--- config.mk ---
export PLATFORM = sky130hd
export DESIGN_NAME = buck_softstart_fault_ctrl
export DESIGN_NICKNAME = d
export VERILOG_FILES = /design/src/logic/buck_ctrl_pkg.sv /design/src/logic/buck_softstart_fault_ctrl.sv
export VERILOG_INCLUDE_DIRS = /design/src /design/src/logic
export SDC_FILE = /design/constraint.sdc
export NUM_CORES = 1
export LEC_CHECK = 0
export ABC_AREA = 1
export BUFFER_PORTS_ARGS = -buffer_cell sky130_fd_sc_hd__buf_2
export CORE_ASPECT_RATIO = 1.25
export CORE_MARGIN = 2
export CORE_UTILIZATION = 28
export DETAILED_ROUTE_END_ITERATION = 10
export GPL_ROUTABILITY_DRIVEN = 0
export PLACE_DENSITY_LB_ADDON = 0.15
export SLEW_MARGIN = 10
export SYNTH_ARGS = -nofsm -noshare
export SYNTH_HDL_FRONTEND = slang
export SYNTH_SLANG_ARGS = --single-unit
--- constraint.sdc ---
create_clock -name aclk -period 2.2 [get_ports aclk]
set_input_delay 0.11 -clock aclk [delete_from_list [all_inputs] [get_ports aclk]]
set_output_delay 0.11 -clock aclk [all_outputs]
set_load 0.005 [all_outputs]
--- src/logic/buck_ctrl_params.svh ---
`ifndef BUCK_CTRL_PARAMS_SVH
`define BUCK_CTRL_PARAMS_SVH

// clock rate and documented times (ns)
`define CLK_MHZ 40
`define T_SS_INT_NS 1000000
`define T_SS_DISCHARGE_NS 500000
`define T_PG_RISE_NS 50000
`define T_PG_FALL_NS 10000
// cycles from times: a least time rounds up
`define NS_TO_CYC(ns) (((ns) * `CLK_MHZ + 999) / 1000)

// switching periods in clock cycles (40 MHz / fsw, rounded down)
`define DIV_500K 7'd80
`define DIV_1000K 7'd40
`define DIV_1500K 7'd26
`define DIV_2000K 7'd20

// fault handling counts
`define OCP_VALLEY_LIMIT 16
`define HICCUP_SS_PERIODS 7

// strap code fields
`define FREQ_FIELD_HI 3
`define FREQ_FIELD_LO 2
`define RAMP_FIELD_HI 1
`define RAMP_FIELD_LO 0
`define PHASE_CODE_TWO 4'h0
`define PHASE_CODE_D180_LO 4'h1
`define PHASE_CODE_D180_HI 4'h4
`define PHASE_CODE_D90_LO 4'h5
`define PHASE_CODE_D90_HI 4'h8

// register map (byte addresses)
`define REG_CTRL 12'h000
`define REG_STATUS 12'h004
`define REG_FAULT 12'h008
`define CTRL_RESET 2'h3
`define RESP_OKAY 2'b00
`define RESP_SLVERR 2'b10

`endif

--- src/logic/buck_ctrl_pkg.sv ---
package buck_ctrl_pkg;

	// emulated ramp capacitor choice
	typedef enum logic [1:0] {
		RAMP_1P5 = 2'b00,
		RAMP_2P5 = 2'b01,
		RAMP_4P0 = 2'b10,
		RAMP_6P0 = 2'b11
	} ramp_cap_t;

	// switching frequency choice
	typedef enum logic [1:0] {
		FSW_500K = 2'b00,
		FSW_1000K = 2'b01,
		FSW_1500K = 2'b10,
		FSW_2000K = 2'b11
	} freq_sel_t;

	// phase configuration
	typedef enum logic [1:0] {
		PM_TWO_PHASE = 2'b00,
		PM_DUAL_0_180 = 2'b01,
		PM_DUAL_90_270 = 2'b10
	} phase_mode_t;

	// per-rail start-up sequence
	typedef enum logic [1:0] {
		SS_OFF = 2'b00,
		SS_RAMP = 2'b01,
		SS_RUN = 2'b10,
		SS_HICCUP = 2'b11
	} ss_state_t;

	// analog comparator results of one rail
	typedef struct packed {
		logic pwm_demand;
		logic window_ok;
		logic valley_over;
		logic peak_hit;
		logic neg_over;
	} rail_sense_t;

	// gate commands of one rail
	typedef struct packed {
		logic hs;
		logic ls;
	} gate_drive_t;

endpackage

--- src/logic/buck_softstart_fault_ctrl.sv ---
`timescale 1ns/10ps
`include "buck_ctrl_params.svh"
// Operation
// (RL1) four ramp capacitor settings per rail
// (RL2) frequency strap gives four switching frequencies
// (RL3) ramp order within group: 1.5/2.5/4/6
// (RL4) dual mode: rail two ramp from phase strap
// (RL5) board: 1.5 pF up to 4 V
// (RL6) dual mode: fixed 1 ms internal soft start
// (RL7) board: leave soft-start pin open in dual
// (RL8) multi-phase: 2 uA charges external capacitor
// (RL9) discharge soft-start capacitor 500 us on stop
// (RL10) leftover charge: internal ramp, then capacitor ramp
// (RL11) power-good inactive until soft start completes
// (RL12) power-good rises 50 us after window good
// (RL13) power-good falls 10 us after leaving window
// (RL14) power-good works while input above 1.5 V
// (RL15) overcurrent acted on only after soft start
// (RL16) valley overcurrent skips pulse, counts up
// (RL17) valley counter clears below limit
// (RL18) sixteen valley cycles means fault, hiccup
// (RL19) hiccup waits seven soft-start periods
// (RL20) peak limit: high side off until valley
// (RL21) negative limit: low side off until clock
// (RL22) phase strap decodes mode and phase
// (RL23) straps latched once after supply valid
// (RL24) soft-start complete gates power-good and overcurrent
module buck_softstart_fault_ctrl #(
	parameter int ADDR_W = 12,
	parameter int SS_CYCLES = `NS_TO_CYC(`T_SS_INT_NS),
	parameter int DIS_CYCLES = `NS_TO_CYC(`T_SS_DISCHARGE_NS)
) (
	// clock and reset
	input wire logic aclk,
	input wire logic aresetn,
	// axi4-lite write
	input wire logic [ADDR_W-1:0] s_axi_awaddr,
	input wire logic s_axi_awvalid,
	output logic s_axi_awready,
	input wire logic [31:0] s_axi_wdata,
	input wire logic [3:0] s_axi_wstrb,
	input wire logic s_axi_wvalid,
	output logic s_axi_wready,
	output logic [1:0] s_axi_bresp,
	output logic s_axi_bvalid,
	input wire logic s_axi_bready,
	// axi4-lite read
	input wire logic [ADDR_W-1:0] s_axi_araddr,
	input wire logic s_axi_arvalid,
	output logic s_axi_arready,
	output logic [31:0] s_axi_rdata,
	output logic [1:0] s_axi_rresp,
	output logic s_axi_rvalid,
	input wire logic s_axi_rready,
	// supplies, enables and straps
	input wire logic supply_ok,
	input wire logic power_stage_input_ok,
	input wire logic [1:0] rail_enable,
	input wire logic [3:0] phase_config_strap,
	input wire logic [3:0] freq_ramp_strap,
	// analog comparators
	input wire buck_ctrl_pkg::rail_sense_t [1:0] sense,
	input wire logic ss_cap_leftover,
	input wire logic ss_cap_at_target,
	// power stage and ramp controls
	output buck_ctrl_pkg::gate_drive_t [1:0] gate,
	output buck_ctrl_pkg::ramp_cap_t [1:0] ramp_cap,
	output buck_ctrl_pkg::freq_sel_t freq_sel,
	output logic ss_charge_on,
	output logic ss_discharge_on,
	output logic ref_from_cap,
	// open-drain power-good pins
	input wire logic rail_one_ok_flag_in,
	output logic rail_one_ok_flag_out,
	output logic rail_one_ok_flag_oe,
	input wire logic rail_two_ok_flag_in,
	output logic rail_two_ok_flag_out,
	output logic rail_two_ok_flag_oe
);
	import buck_ctrl_pkg::*;

	localparam int PG_RISE = `NS_TO_CYC(`T_PG_RISE_NS);
	localparam int PG_FALL = `NS_TO_CYC(`T_PG_FALL_NS);
	localparam int HIC_CYCLES = `HICCUP_SS_PERIODS * SS_CYCLES;
	localparam int CW = $clog2(HIC_CYCLES + 1);
	localparam int DW = $clog2(DIS_CYCLES + 1);
	localparam int PW = $clog2(PG_RISE + 1);

	// the counters are sized from these and the decode reads twelve address bits
	if (SS_CYCLES < 2 || DIS_CYCLES < 1 || ADDR_W < 12) begin : g_bad_param
		$error("unsupported parameter value");
	end

	// frequency strap: two bits of frequency, two of ramp (see RL2) (see RL3)
	function automatic freq_sel_t strap_freq(input logic [3:0] code);
		return freq_sel_t'(code[`FREQ_FIELD_HI:`FREQ_FIELD_LO]);
	endfunction

	function automatic ramp_cap_t strap_ramp(input logic [3:0] code);
		return ramp_cap_t'(code[`RAMP_FIELD_HI:`RAMP_FIELD_LO]);
	endfunction

	// phase strap: codes above the table fall back to dual 0/180 (see RL22)
	function automatic phase_mode_t strap_phase(input logic [3:0] code);
		if (code == `PHASE_CODE_TWO)
			return PM_TWO_PHASE;
		if (code >= `PHASE_CODE_D90_LO && code <= `PHASE_CODE_D90_HI)
			return PM_DUAL_90_270;
		return PM_DUAL_0_180;
	endfunction

	// rail two ramp from the phase strap, per group of four (see RL4)
	function automatic ramp_cap_t phase_ramp(input logic [3:0] code);
		logic [3:0] idx;
		idx = (code >= `PHASE_CODE_D90_LO) ? code - `PHASE_CODE_D90_LO
			: code - `PHASE_CODE_D180_LO;
		return ramp_cap_t'(idx[1:0]);
	endfunction

	logic strap_valid_q;
	freq_sel_t freq_q;
	phase_mode_t mode_q;
	ramp_cap_t [1:0] ramp_q;
	logic multi;

	// straps are sampled once per power-up; collapse of supply rearms (see RL23)
	always_ff @(posedge aclk) begin
		if (!aresetn || !supply_ok) begin
			strap_valid_q <= 1'b0;
			freq_q <= FSW_500K;
			mode_q <= PM_DUAL_0_180;
			ramp_q[0] <= RAMP_1P5;
			ramp_q[1] <= RAMP_1P5;
		end else if (!strap_valid_q) begin
			strap_valid_q <= 1'b1;
			freq_q <= strap_freq(freq_ramp_strap); // see RL2
			mode_q <= strap_phase(phase_config_strap); // see RL22
			ramp_q[0] <= strap_ramp(freq_ramp_strap); // see RL1
			ramp_q[1] <= (strap_phase(phase_config_strap) == PM_TWO_PHASE)
				? strap_ramp(freq_ramp_strap) : phase_ramp(phase_config_strap); // see RL4
		end
	end

	assign multi = (mode_q == PM_TWO_PHASE);
	assign freq_sel = freq_q;
	assign ramp_cap = ramp_q;

	// switching clock: one enable pulse per period and rail, phase shifted
	logic [6:0] div_q;
	logic [6:0] period;
	logic [6:0] off0;
	logic [6:0] off1;
	logic [1:0] tick;

	always_comb begin
		unique case (freq_q)
			FSW_500K: period = `DIV_500K;
			FSW_1000K: period = `DIV_1000K;
			FSW_1500K: period = `DIV_1500K;
			FSW_2000K: period = `DIV_2000K;
		endcase
		if (mode_q == PM_DUAL_90_270) begin
			off0 = period >> 2;
			off1 = period - (period >> 2);
		end else begin
			off0 = 7'h00;
			off1 = period >> 1;
		end
	end

	always_ff @(posedge aclk) begin
		if (!aresetn || !strap_valid_q || div_q >= period - 7'h01)
			div_q <= 7'h00;
		else
			div_q <= div_q + 7'h01;
	end

	assign tick[0] = strap_valid_q && (div_q == off0);
	assign tick[1] = strap_valid_q && (div_q == off1);

	// software enables
	logic [1:0] ctrl_q;
	logic [1:0] fault_q;

	ss_state_t [1:0] state_q;
	logic [1:0][CW-1:0] ss_cnt_q;
	logic [1:0] ss_done;
	logic [1:0] en;
	logic [1:0] fault_evt;
	logic [1:0][4:0] vcnt_q;
	logic [1:0] skip_q;
	logic [1:0] peak_block_q;
	logic [1:0] neg_block_q;
	gate_drive_t [1:0] gate_q;
	logic [1:0] pg_q;
	logic [1:0][PW-1:0] pg_cnt_q;
	logic ref_cap_q;
	logic [DW-1:0] dis_cnt_q;

	// in two-phase operation rail two runs from rail one's enable
	assign en[0] = strap_valid_q && supply_ok && rail_enable[0] && ctrl_q[0];
	assign en[1] = strap_valid_q && supply_ok && ctrl_q[1]
		&& (multi ? rail_enable[0] : rail_enable[1]);

	genvar r;
	generate
		for (r = 0; r < 2; r++) begin : g_rail
			logic int_done;
			logic ramp_done;
			logic use_cap;

			// rail one sets the external capacitor ramp in multi-phase mode
			assign use_cap = multi && (r == 0);
			assign int_done = (ss_cnt_q[r] >= CW'(SS_CYCLES - 1));
			// ramp ends on internal timer, or on capacitor once it leads
			assign ramp_done = (use_cap && ref_cap_q) ? ss_cap_at_target : int_done; // see RL10
			assign ss_done[r] = (state_q[r] == SS_RUN); // see RL24

			// soft start, run and hiccup sequence
			always_ff @(posedge aclk) begin
				if (!aresetn || !en[r]) begin
					state_q[r] <= SS_OFF;
					ss_cnt_q[r] <= '0;
				end else begin
					unique case (state_q[r])
						SS_OFF: begin
							state_q[r] <= SS_RAMP;
							ss_cnt_q[r] <= '0;
						end
						SS_RAMP: begin
							if (ramp_done) begin
								state_q[r] <= SS_RUN; // see RL6
								ss_cnt_q[r] <= '0;
							end else if (!int_done) begin
								ss_cnt_q[r] <= ss_cnt_q[r] + 1'b1;
							end
						end
						SS_RUN: begin
							if (fault_evt[r]) begin
								state_q[r] <= SS_HICCUP; // see RL18
								ss_cnt_q[r] <= '0;
							end
						end
						SS_HICCUP: begin
							if (ss_cnt_q[r] >= CW'(HIC_CYCLES - 1)) begin
								state_q[r] <= SS_RAMP; // see RL19
								ss_cnt_q[r] <= '0;
							end else begin
								ss_cnt_q[r] <= ss_cnt_q[r] + 1'b1;
							end
						end
					endcase
				end
			end

			// valley counting only once soft start is done
			assign fault_evt[r] = ss_done[r] && tick[r] && sense[r].valley_over
				&& (vcnt_q[r] == 5'(`OCP_VALLEY_LIMIT - 1)); // see RL18

			always_ff @(posedge aclk) begin
				if (!aresetn || !ss_done[r]) begin
					vcnt_q[r] <= 5'h00; // see RL15
					skip_q[r] <= 1'b0;
				end else if (tick[r]) begin
					if (sense[r].valley_over) begin
						vcnt_q[r] <= fault_evt[r] ? 5'h00 : vcnt_q[r] + 5'h01; // see RL16
						skip_q[r] <= 1'b1;
					end else begin
						vcnt_q[r] <= 5'h00; // see RL17
						skip_q[r] <= 1'b0;
					end
				end
			end

			// peak hold-off lasts until a clock edge finds current below valley
			always_ff @(posedge aclk) begin
				if (!aresetn || !ss_done[r])
					peak_block_q[r] <= 1'b0;
				else if (sense[r].peak_hit)
					peak_block_q[r] <= 1'b1; // see RL20
				else if (tick[r] && !sense[r].valley_over)
					peak_block_q[r] <= 1'b0; // see RL20
			end

			// negative limit releases at the next switching pulse
			always_ff @(posedge aclk) begin
				if (!aresetn || !ss_done[r])
					neg_block_q[r] <= 1'b0;
				else if (sense[r].neg_over)
					neg_block_q[r] <= 1'b1; // see RL21
				else if (tick[r])
					neg_block_q[r] <= 1'b0; // see RL21
			end

			// registered gates; never both on
			always_ff @(posedge aclk) begin
				if (!aresetn || !(state_q[r] == SS_RAMP || ss_done[r])) begin
					gate_q[r] <= '0;
				end else begin
					gate_q[r].hs <= sense[r].pwm_demand && !skip_q[r] && !peak_block_q[r];
					gate_q[r].ls <= !(sense[r].pwm_demand && !skip_q[r] && !peak_block_q[r])
						&& !neg_block_q[r]; // see RL16
				end
			end

			// power-good qualification with asymmetric delays
			always_ff @(posedge aclk) begin
				if (!aresetn || !ss_done[r] || !power_stage_input_ok) begin
					pg_q[r] <= 1'b0; // see RL11
					pg_cnt_q[r] <= '0; // see RL14
				end else if (pg_q[r] == sense[r].window_ok) begin
					pg_cnt_q[r] <= '0;
				end else if (!pg_q[r] && pg_cnt_q[r] >= PW'(PG_RISE - 1)) begin
					pg_q[r] <= 1'b1; // see RL12
					pg_cnt_q[r] <= '0;
				end else if (pg_q[r] && pg_cnt_q[r] >= PW'(PG_FALL - 1)) begin
					pg_q[r] <= 1'b0; // see RL13
					pg_cnt_q[r] <= '0;
				end else begin
					pg_cnt_q[r] <= pg_cnt_q[r] + 1'b1;
				end
			end
		end
	endgenerate

	assign gate = gate_q;

	// which ramp leads: set once the capacitor overtakes the internal ramp
	always_ff @(posedge aclk) begin
		if (!aresetn || state_q[0] != SS_RAMP || !multi)
			ref_cap_q <= 1'b0;
		else if (ss_cap_leftover)
			ref_cap_q <= 1'b1; // see RL10
	end

	// capacitor discharge after stop or fault; a restart cuts it short
	always_ff @(posedge aclk) begin
		if (!aresetn)
			dis_cnt_q <= '0;
		else if (multi && (state_q[0] == SS_RAMP || state_q[0] == SS_RUN)
			&& (!en[0] || fault_evt[0]))
			dis_cnt_q <= DW'(DIS_CYCLES); // see RL9
		else if (state_q[0] == SS_RAMP || !multi)
			dis_cnt_q <= '0;
		else if (dis_cnt_q != '0)
			dis_cnt_q <= dis_cnt_q - 1'b1;
	end

	// 2 uA source enabled only for the multi-phase ramp (see RL8)
	assign ss_charge_on = multi && (state_q[0] == SS_RAMP);
	assign ss_discharge_on = (dis_cnt_q != '0);
	assign ref_from_cap = ref_cap_q;

	// open drain: drive low unless good
	assign rail_one_ok_flag_out = 1'b0;
	assign rail_two_ok_flag_out = 1'b0;
	assign rail_one_ok_flag_oe = !pg_q[0];
	assign rail_two_ok_flag_oe = !pg_q[1];

	// axi4-lite slave: address and data accepted in either order
	logic aw_got_q;
	logic w_got_q;
	logic [ADDR_W-1:0] awaddr_q;
	logic [31:0] wdata_q;
	logic [3:0] wstrb_q;
	logic wr_go;
	logic [1:0] fault_clr;

	assign s_axi_awready = !aw_got_q && !s_axi_bvalid;
	assign s_axi_wready = !w_got_q && !s_axi_bvalid;
	assign wr_go = aw_got_q && w_got_q && !s_axi_bvalid;

	always_ff @(posedge aclk) begin
		if (!aresetn) begin
			aw_got_q <= 1'b0;
			w_got_q <= 1'b0;
			awaddr_q <= '0;
			wdata_q <= 32'h00000000;
			wstrb_q <= 4'h0;
			s_axi_bvalid <= 1'b0;
			s_axi_bresp <= `RESP_OKAY;
		end else begin
			if (s_axi_awvalid && s_axi_awready) begin
				aw_got_q <= 1'b1;
				awaddr_q <= s_axi_awaddr;
			end
			if (s_axi_wvalid && s_axi_wready) begin
				w_got_q <= 1'b1;
				wdata_q <= s_axi_wdata;
				wstrb_q <= s_axi_wstrb;
			end
			if (wr_go) begin
				aw_got_q <= 1'b0;
				w_got_q <= 1'b0;
				s_axi_bvalid <= 1'b1;
				s_axi_bresp <= (awaddr_q[11:0] == `REG_CTRL || awaddr_q[11:0] == `REG_FAULT)
					? `RESP_OKAY : `RESP_SLVERR;
			end else if (s_axi_bready) begin
				s_axi_bvalid <= 1'b0;
			end
		end
	end

	assign fault_clr = (wr_go && awaddr_q[11:0] == `REG_FAULT && wstrb_q[0])
		? wdata_q[1:0] : 2'b00;

	// control register
	always_ff @(posedge aclk) begin
		if (!aresetn)
			ctrl_q <= `CTRL_RESET;
		else if (wr_go && awaddr_q[11:0] == `REG_CTRL && wstrb_q[0])
			ctrl_q <= wdata_q[1:0];
	end

	// sticky fault flags: a new fault wins over a clear in the same cycle
	always_ff @(posedge aclk) begin
		if (!aresetn)
			fault_q <= 2'b00;
		else
			fault_q <= (fault_q & ~fault_clr) | fault_evt;
	end

	// read path, one cycle latency
	always_ff @(posedge aclk) begin
		if (!aresetn) begin
			s_axi_rvalid <= 1'b0;
			s_axi_rdata <= 32'h00000000;
			s_axi_rresp <= `RESP_OKAY;
		end else if (s_axi_arvalid && s_axi_arready) begin
			s_axi_rvalid <= 1'b1;
			s_axi_rresp <= `RESP_OKAY;
			unique case (s_axi_araddr[11:0])
				`REG_CTRL: s_axi_rdata <= {30'h00000000, ctrl_q};
				`REG_STATUS: s_axi_rdata <= {12'h000, state_q[1], state_q[0],
					ss_discharge_on, rail_two_ok_flag_in, rail_one_ok_flag_in, pg_q,
					ss_done, strap_valid_q, mode_q, ramp_q[1], ramp_q[0], freq_q};
				`REG_FAULT: s_axi_rdata <= {30'h00000000, fault_q};
				default: begin
					s_axi_rdata <= 32'h00000000;
					s_axi_rresp <= `RESP_SLVERR;
				end
			endcase
		end else if (s_axi_rready) begin
			s_axi_rvalid <= 1'b0;
		end
	end

	assign s_axi_arready = !s_axi_rvalid;

	logic [15:0] win_run_q;
	always_ff @(posedge aclk) begin
		if (!aresetn || !ss_done[0] || !power_stage_input_ok || !sense[0].window_ok)
			win_run_q <= 16'h0000;
		else if (win_run_q != 16'hFFFF)
			win_run_q <= win_run_q + 16'h0001;
	end
endmodule

==> flow_summary.toml, run 1 <==
[setup_path]
cp.required_ns = 2.58
crit_family = "simple AND/OR/NAND/NOR gates"
worst_path_largest_cell_delay_ns = 0.37
slowest_stage = "dfxtp_4"
critPathLaunchType = "flip-flop"
critPathCaptureType = "flip-flop"
crit_fanout = 10
worstPathCellList = "buf_4, ha_2, inv_1, buf_4, nor2_2, o21ai_0, nand2_1, nand2_1, nor2_4, nand4_4, nand2_4, clkbuf_16, nand3_1, a21oi_1"
crit_type = "flip-flop to flip-flop"
worstPathArrival_ns = 2.46
critPathBufInv = 4

[detailed_routing]
vias_per_cell = 4.52
drt_iter0_drc = 268
detail_route.wl_per_cell_um = 13.0
drtAntennaViolNets = 0
via_count = 8933
wl_um = 25700
drc_errors = 0
first_pass_iters = 5

[job]
maxCapViolations = 0

[sta]
setup_slack_ns = 0.120
tightest_slew_ns = 0.590
setup_viol = 0
max_freq_ghz = 0.481
fin_crit_sh_pct = 94.5
final_hold_viol_count = 0
rsz0062_at_grt = "true"
finalClockSkew_ns = 0.0105
slew_viol_final = 0
finalCriticalPeriod_ns = 2.08
slew_headroom_pct = 60.6

[logic_synthesis]
netlist_area_um2 = 9060
synth_area_leaders = "dfxtp_1 36%, nand2_1 13%, nor2_1 8.5%"
avgSynthCellArea_um2 = 6.65
ys_seq_area_share_pct = 36.0
synthTopCellsByCount = "314 x nand2_1, 205 x nor2_1, 169 x inv_1, 163 x dfxtp_1, 107 x nand3_1"
ys_seq_elements = 163
ys_warn_count = 0
synth_edf_count = 0
synth_cell_types = 45
synth_cells = 1363
synth_top_area_share_pct = 36.0
async_reset_ff_share_pct = 0
synth_top_cell_by_area = "dfxtp_1"
synthFlopType = "dfxtp_1"
synth_most_common_cell = "nand2_1"

[global_routing]
grt_max_degree = 22
grt_pass1_wl_um = 42600
antenna_found_initial = 1
grt_usage_pct = 15.9
grt_pass1_vias = 8723
overflow = 0

[place]
io_buffer_count = 101
pre_cts_slack_ns = -0.0508
hpwl_um = 19700
placed_area_um2 = 10300

[floorplanning]
core-area_um2 = 31900
row_count = 73
die_y_um = 205
fp.dieW_um = 165
io_pins = 151
die_area_um2 = 33800
start_util_pct = 28.4

[final_layout]
fin_util_pct = 35.9
diodes = 0
num-nets-final = 1674
finalInstanceArea_um2 = 11400
area.growth.synth_to_final_pct = 26.2
drive_above_1_share_pct = 17.7
n_fill_cell = 3490

[clock_tree]
numCtsBuffers = 17
h-tree-depth = 4
clockBufferDepth = 2
cts_root_buf = "clkbuf_16"
path_clk_slew_ns = 0.07
cts_tree = "yes"
cts_sinks = 163
clk_latency_ns = 0.45

[pwr]
p_comb_share_pct = 7.0
total_power_w = 0.00662
ir_drop_v = 0.000331
leakagePower_nw = 4.87
power_density_nw_per_um2 = 579
power_switching_w = 0.00167
swShare_pct = 25.3
p_clk_share_pct = 47.2
power_frac_seq_pct = 45.8
internal_power_w = 0.00495

[hold_path]
hold_path.class = "primary input to flip-flop"

[outcome]
outcome = "finished clean"
kinds of logic (layout without fill, tap and decap cells):
kind of cell               after synthesis  after routing  synth area share (%)
and+or+nand+nor                        735            735                  35.5
muxes                                    2              2                 0.235
xor gates and xnor gates                32             32                  3.09
AOI/OAI and AO/OA                      178            178                  10.7
adders and majority gates               30             30                  4.14
DFF                                    163            163                  36.0
other                                    1             16                0.0414
buffers and inverters                  222            408                  10.3
flip-flops by register name, summed over array words and instances, names as in the netlist, 4 cells and up:
signal / flops
state_q: 4
pg_cnt_q: 22
gate: 4
div_q: 7
awaddr_q: 12
ss_cnt_q: 38
s_axi_rdata: 20
vcnt_q: 10
ramp_cap: 4
dis_cnt_q: 15
power groups by stage:
stage / clock, W / combinational (W) / sequential (W)
after floorplan: 0 / 0.000252 / 0.00309
after global placement: 0 / 0.000409 / 0.00310
after detailed placement: 0 / 0.000411 / 0.00310
after CTS: 0.00325 / 0.000456 / 0.00303
after global routing: 0.00335 / 0.000531 / 0.00303
final: 0.00313 / 0.000462 / 0.00303
final timing paths:
path	start	end	slack, ns	cells after the start
worst max-delay path	freq_sel[0]	ss_cnt_q[22]	0.12	14
worst min-delay path	ss_cap_leftover	ref_from_cap	0.03	3
worst max register to register	freq_sel[0]	ss_cnt_q[22]	0.12	14
worst min register to register	pg_cnt_q[0]	pg_cnt_q[0]	0.42	1
cell usage in the layout (no fill, tap or decap), drive strengths merged, types with 2 or more instances in the layout:
master and instances:
conb 16, or2 12, nor2 209, clkbuf 20
nand4 28, nand2 319, o21ai 63, o21a 2
ha 30, nor3 32, nand3 119, buf 169
nor4 8, nor3b 3, xnor2 8, xor2 24
o211ai 8, a211oi 2, dlygate4sd3 31, nand3b 3
dfxtp 163, a21oi 99, clkinv 6, inv 179
bufinv 2
what timing repair did:
item	CTS	global route
pin swaps	0	9
hold endpoints to repair	31	0
endpoints found under the setup margin	50	73
gates cloned	0	1
resized for setup	6	34
setup buffers	0	13
hold buffers	31	0
layer usage:
metal  track usage, %  wire length (µm)  vias up
met1             19.5             11900     4037
li1                 -                 -     4711
met5                0                18        -
met3             2.59               840       31
met4             5.78               499        2
met2             27.9             12500      152
area by class of cell:
class                      instances  area, µm²  area share [%]
sequential                       163       3270            28.6
clock inverter                    13        165            1.44
multi-input combinational        993       5010            43.8
inverter                         175        659            5.76
tap                              412        515            4.51
clock buffer                      19        443            3.87
timing repair buffer             201       1380            12.0
through the flow:
step	TNS [ns]	instances	hold slack [ns]
2_1_floorplan	0	1378	0.223
3_3_place_gp	0	1899	0.325
3_5_place_dp	-0.891	1899	0.332
4_1_cts	-0.0136	1962	0.00833
5_1_grt	-0.176	1976	0.0558
6_report	0	1976	0.0328
tightest hold or removal path, cell delays in order:
cell and delay (ns):
buf_2 0.11, o21ai_0 0.08, nor3_1 0.12
Note: power is estimated with default switching activity, not from simulation.
==> run 2, diff against run 1 <==
- CTS_CLUSTER_SIZE: default -> 16
- REMOVE_ABC_BUFFERS: default -> 1
==> run 2 against run 1 <==
  * Critical path depth down 7
  * Combinational power rose by 5.8%
  * Cell count increased by 0.25%
  * Non-clock buffer count rose by 5
  * Global-route usage up 0.27 points
  * Sequential power about the same
  * Clock power shrank 4%
==> flow_summary.toml, run 2 (same netlist as run 1, synthesis figures left out) <==
[outcome]
outcome = "finished clean"

[floorplanning]
io_pins = 151
row_count = 73
fp.dieW_um = 165
core-area_um2 = 31900
start_util_pct = 28.4
die_area_um2 = 33800
die_y_um = 205

[detailed_routing]
wl_met3_um = 987
route.met2.wl_um = 12600
first_pass_iters = 5
highest_layer = "met5"
wl_um = 26500
wl_met1_um = 12200
drt_iter0_drc = 449
detail_route.wl_per_cell_um = 13.4
drc_errors = 0
drtAntennaViolNets = 0
vias_per_cell = 4.56
via_count = 9026

[final_layout]
ff_latch_area_um2 = 3270
top_regs = "ss_cnt_q (38), pg_cnt_q (22), s_axi_rdata (20)"
largest_reg_flops = 38
multi_input_area_um2 = 5100
final_cells = 1981
num-nets-final = 1679
diodes = 0
top_register = "ss_cnt_q"
drive_above_1_share_pct = 18.5
n_fill_cell = 3459
area.growth.synth_to_final_pct = 27.6
finalInstanceArea_um2 = 11600
final_cell_mix = "308 x nand2_1, 200 x nor2_1, 164 x inv_1"
layout_commonest_cell = "nand2_1"

[pwr]
internal_power_w = 0.00482
p_comb_share_pct = 7.5
swShare_pct = 26.0
power_density_nw_per_um2 = 563
leakagePower_nw = 4.92
power_switching_w = 0.00169
p_clk_share_pct = 46.0
power_frac_seq_pct = 46.5
ir_drop_v = 0.000361

[clock_tree]
clockBufferDepth = 2
path_clk_slew_ns = 0.07
cts_tree = "yes"
numCtsBuffers = 17
cts_root_buf = "clkbuf_16"
cts_sinks = 163
h-tree-depth = 4
clk_latency_ns = 0.45

[sta]
tightest_slew_ns = 0.601
finalCriticalPeriod_ns = 2.07
slew_viol_final = 0
max_freq_ghz = 0.484
slew_headroom_pct = 59.9
setup_slack_ns = 0.134
fin_crit_sh_pct = 93.9
setup_viol = 0
finalClockSkew_ns = 0.0165
final_hold_viol_count = 0
rsz0062_at_grt = "true"

[setup_path]
critPathLaunchType = "flip-flop"
cp.required_ns = 2.09
critPathCaptureType = "output port"
crit_fanout = 5
crit_type = "flip-flop to output port"
worstPathArrival_ns = 1.96

[hold_path]
hold_path.class = "primary input to flip-flop"

[global_routing]
grt_pass1_vias = 8668
grt_pass1_wl_um = 43100
overflow = 0
grt_usage_pct = 16.2
grt_max_degree = 22
antenna_found_initial = 1

[place]
io_buffer_count = 101
pre_cts_slack_ns = -0.0903
dp.cells = 1911
hpwl_um = 19900
placed_area_um2 = 10400

[job]
maxCapViolations = 0
## run 2: final cells by class
cell class / count / share of cell area [%]
sequential: 163 / 28.3
timing repair buffer: 206 / 12.5
clock inverter: 13 / 1.07
multi-input combinational: 993 / 44.2
tap: 412 / 4.46
inverter: 175 / 5.68
clock buffer: 19 / 3.83
## run 2: metal layers
| layer | vias up | track usage (%) |
|---|---|---|
| li1 | 4724 | - |
| met1 | 4115 | 20.2 |
| met2 | 154 | 27.5 |
| met3 | 31 | 3.20 |
| met4 | 2 | 5.99 |
| met5 | - | 0 |
## run 2: through the flow
stage,hold WS (ns),util [%],total power [W],TNS (ns)
2_1_floorplan,0.209,-,0.00331,-3.07
3_3_place_gp,0.321,32.6,0.00352,-0.448
3_5_place_dp,0.325,32.6,0.00352,-1.99
4_1_cts,0.00328,35.3,0.00659,0
5_1_grt,0.0110,36.3,0.00681,-0.0309
6_report,0.0127,36.3,0.00651,0
## run 2: path summary, 6_finish.rpt
path                      startpoint               to  slack (ns)  depth (start not counted)
setup / recovery        dis_cnt_q[0]  ss_discharge_on        0.13                          7
setup reg to reg         freq_sel[0]     ss_cnt_q[25]        0.15                         15
hold reg to reg       neg_block_q[1]          gate[2]        0.43                          1
hold / removal    freq_ramp_strap[3]      freq_sel[1]        0.01                          3
## run 2: power groups by stage
stage	clock [W]	combinational (W)	sequential (W)
after global routing	0.00322	0.000553	0.00303
final	0.00300	0.000489	0.00303
after floorplan	0	0.000217	0.00309
after detailed placement	0	0.000428	0.00309
after CTS	0.00310	0.000467	0.00302
after global placement	0	0.000430	0.00309
## run 2: repair_timing
item | in CTS | in global routing
setup endpoints to repair | 41 | 73
cloned | 0 | 2
pin swaps | 0 | 19
buffers inserted | 0 | 8
hold buffers | 28 | 0
endpoints found under the hold margin | 28 | 0
gates resized for setup | 4 | 52
## run 2: critical path, stage by stage, from the launching register on
cell and delay, ns:
dfxtp_1 0.32, inv_1 0.07, ha_1 0.22, nand2_1 0.16, nor2_2 0.15, nand4_1 0.23, buf_4 0.24, buf_2 0.12
==> run 3, diff against run 2 <==
- CELL_PAD_IN_SITES_DETAIL_PLACEMENT: default -> 1
- CELL_PAD_IN_SITES_GLOBAL_PLACEMENT: default -> 1
==> run 3 against run 2 <==
  * Sequential power about the same
  * Core utilization up 0.57 points
  * Total power up 2.4%
  * Fmax down 1.4%
  * Clock power up 5%
  * Clock skew down 0.0050 ns
  * Worst setup slack worse by 0.029 ns
  * Flip-flop and latch count unchanged
  * Combinational power up 2%
  * Highest routed layer is now met4
==> flow_summary.toml, run 3 (same netlist as run 1, synthesis figures left out) <==
[outcome]
outcome = "finished clean"

[place]
io_buffer_count = 101
hpwl_um = 22600
dp.cells = 1914

[setup_path]
r2r_slack_ns = 0.10
slowest_stage = "dfxtp_2"
worstPathArrival_ns = 2.46
crit_family = "simple AND/OR/NAND/NOR gates"
crit_fanout = 7
worstSetupPathDepth = 13
critPathCaptureType = "flip-flop"
rr_startpoint = "freq_sel[0]"
worstPathCellList = "buf_4, ha_4, buf_4, nand3_1, nand3_2, nor2_4, nand4_1, nand2_2, nand2_8, clkbuf_16, nand2_1, nand2_1, a21oi_1"
crit_type = "flip-flop to flip-flop"
r2r_cells = 13
cp.required_ns = 2.56
reg2reg_to = "ss_cnt_q[4]"
worst_path_largest_cell_delay_ns = 0.33
critPathBufInv = 3
critPathLaunchType = "flip-flop"

[clock_tree]
numCtsBuffers = 17
clockBufferDepth = 2
h-tree-depth = 4
cts_sinks = 163
cts_tree = "yes"
cts_root_buf = "clkbuf_16"
clk_latency_ns = 0.44
path_clk_slew_ns = 0.07

[floorplanning]
fp.dieW_um = 165
die_area_um2 = 33800
io_pins = 151
core-area_um2 = 31900
row_count = 73
start_util_pct = 28.4
die_y_um = 205

[detailed_routing]
drt_iter0_drc = 291
drtAntennaViolNets = 0
drc_errors = 0
detail_route.wl_per_cell_um = 15.0
wl_um = 29700
first_pass_iters = 4
via_count = 9217
vias_per_cell = 4.65

[sta]
finalClockSkew_ns = 0.0115
rsz0062_at_grt = "true"
max_freq_ghz = 0.477
tns_ns = 0
slew_viol_final = 0
slew_headroom_pct = 60.5
fin_crit_sh_pct = 95.3
finalCriticalPeriod_ns = 2.10
setup_viol = 0
final_hold_viol_count = 0
tightest_slew_ns = 0.592

[pwr]
power_density_nw_per_um2 = 568
power_frac_seq_pct = 45.4
leakagePower_nw = 4.96
swShare_pct = 25.6
power_switching_w = 0.00171
ir_drop_v = 0.000355
total_power_w = 0.00667
internal_power_w = 0.00496
p_comb_share_pct = 7.5
p_clk_share_pct = 47.1

[final_layout]
drive_above_1_share_pct = 20.1
top_register = "ss_cnt_q"
n_fill_cell = 4040
top_regs = "ss_cnt_q (38), pg_cnt_q (22), s_axi_rdata (20)"
largest_reg_flops = 38
layout_commonest_cell = "nand2_1"
final_cells = 1984
area.growth.synth_to_final_pct = 29.6
num-nets-final = 1681
final_cell_mix = "305 x nand2_1, 196 x nor2_1, 163 x inv_1"

[global_routing]
overflow = 0
grt_pass1_vias = 9390
antenna_found_initial = 1
grt_max_degree = 22
grt_pass1_wl_um = 46700
grt_usage_pct = 17.5

[hold_path]
min_from = "s_axi_wstrb[0]"
hold_path.class = "primary input to flip-flop"
hold_depth = 3
min_to = "wstrb_q[0]"

[job]
maxCapViolations = 0
## run 3: worst register-to-register path: cells and delay by family, from the launching register on
kind	cells	cell delay (ns)
AO/OA/AOI/OAI	1	0.11
adder cells (fa/ha/maj)	1	0.18
AND/OR/NAND/NOR	8	0.94
buffers and inverters	3	0.48
flip-flops	1	0.33
## run 3: area by class of cell
| class | count | area (µm²) | share of cell area (%) |
|---|---|---|---|
| Clock inverter | 12 | 144 | 1.23 |
| Sequential cell | 163 | 3270 | 27.9 |
| Tap cell | 412 | 515 | 4.39 |
| Antenna cell | 1 | 2.50 | 0.0213 |
| Timing Repair Buffer | 208 | 1520 | 12.9 |
| Clock buffer | 20 | 457 | 3.89 |
| Multi-Input combinational cell | 993 | 5170 | 44.0 |
| Inverter | 175 | 664 | 5.66 |
## run 3: layer usage
layer | up-vias | global-route usage (%) | part of all wire [%] | wire, µm
met5 | - | 0 | 0 | 0
met4 | 0 | 4.01 | 1.4 | 430
met3 | 30 | 2.81 | 2.4 | 728
met2 | 94 | 33.0 | 52 | 15500
met1 | 4366 | 20.3 | 44 | 13000
li1 | 4727 | - | - | -
## run 3: power groups by stage
stage / clock (W) / sequential [W] / combinational, W
2_1_floorplan: 0 / 0.00309 / 0.000217
3_3_place_gp: 0 / 0.00310 / 0.000425
3_5_place_dp: 0 / 0.00310 / 0.000431
5_1_grt: 0.00335 / 0.00304 / 0.000561
6_report: 0.00314 / 0.00303 / 0.000501
4_1_cts: 0.00322 / 0.00303 / 0.000471
## run 3: worst max-delay path by stage
| stage | end | start | slack, ns |
|---|---|---|---|
| final | ss_cnt_q[4] | freq_sel[0] | 0.10 |
| after global routing | ss_cnt_q[13] | freq_sel[1] | -0.03 |
| after CTS | ss_cnt_q[14] | freq_sel[1] | 0.02 |
| after detailed placement | ss_cnt_q[15] | freq_sel[0] | -0.08 |
| after global placement | ss_cnt_q[14] | freq_sel[0] | -0.03 |
| after floorplan | ss_cnt_q[14] | freq_sel[1] | -0.22 |
## run 3: timing repair
item                                    CTS  global route
resized for setup                         5            83
setup buffers                             0             5
endpoints found under the setup margin   35            68
gates cloned                              0             5
endpoints found under the hold margin    27             0
hold buffers                             27             0
pin swaps                                 1            27
## run 3: metrics by stage
| stage | utilization (%) | hold WS [ns] | setup slack [ns] | area [µm²] |
|---|---|---|---|---|
| CTS | 35.4 | 0.00633 | 0.0192 | 11300 |
| global placement | 32.7 | 0.323 | -0.0298 | 10400 |
| finish | 36.8 | 0.0228 | 0.104 | 11700 |
| floorplan | - | 0.209 | -0.216 | 8840 |
| detailed placement | 32.7 | 0.326 | -0.0761 | 10400 |
| global route | 36.8 | 0.00572 | -0.0337 | 11700 |
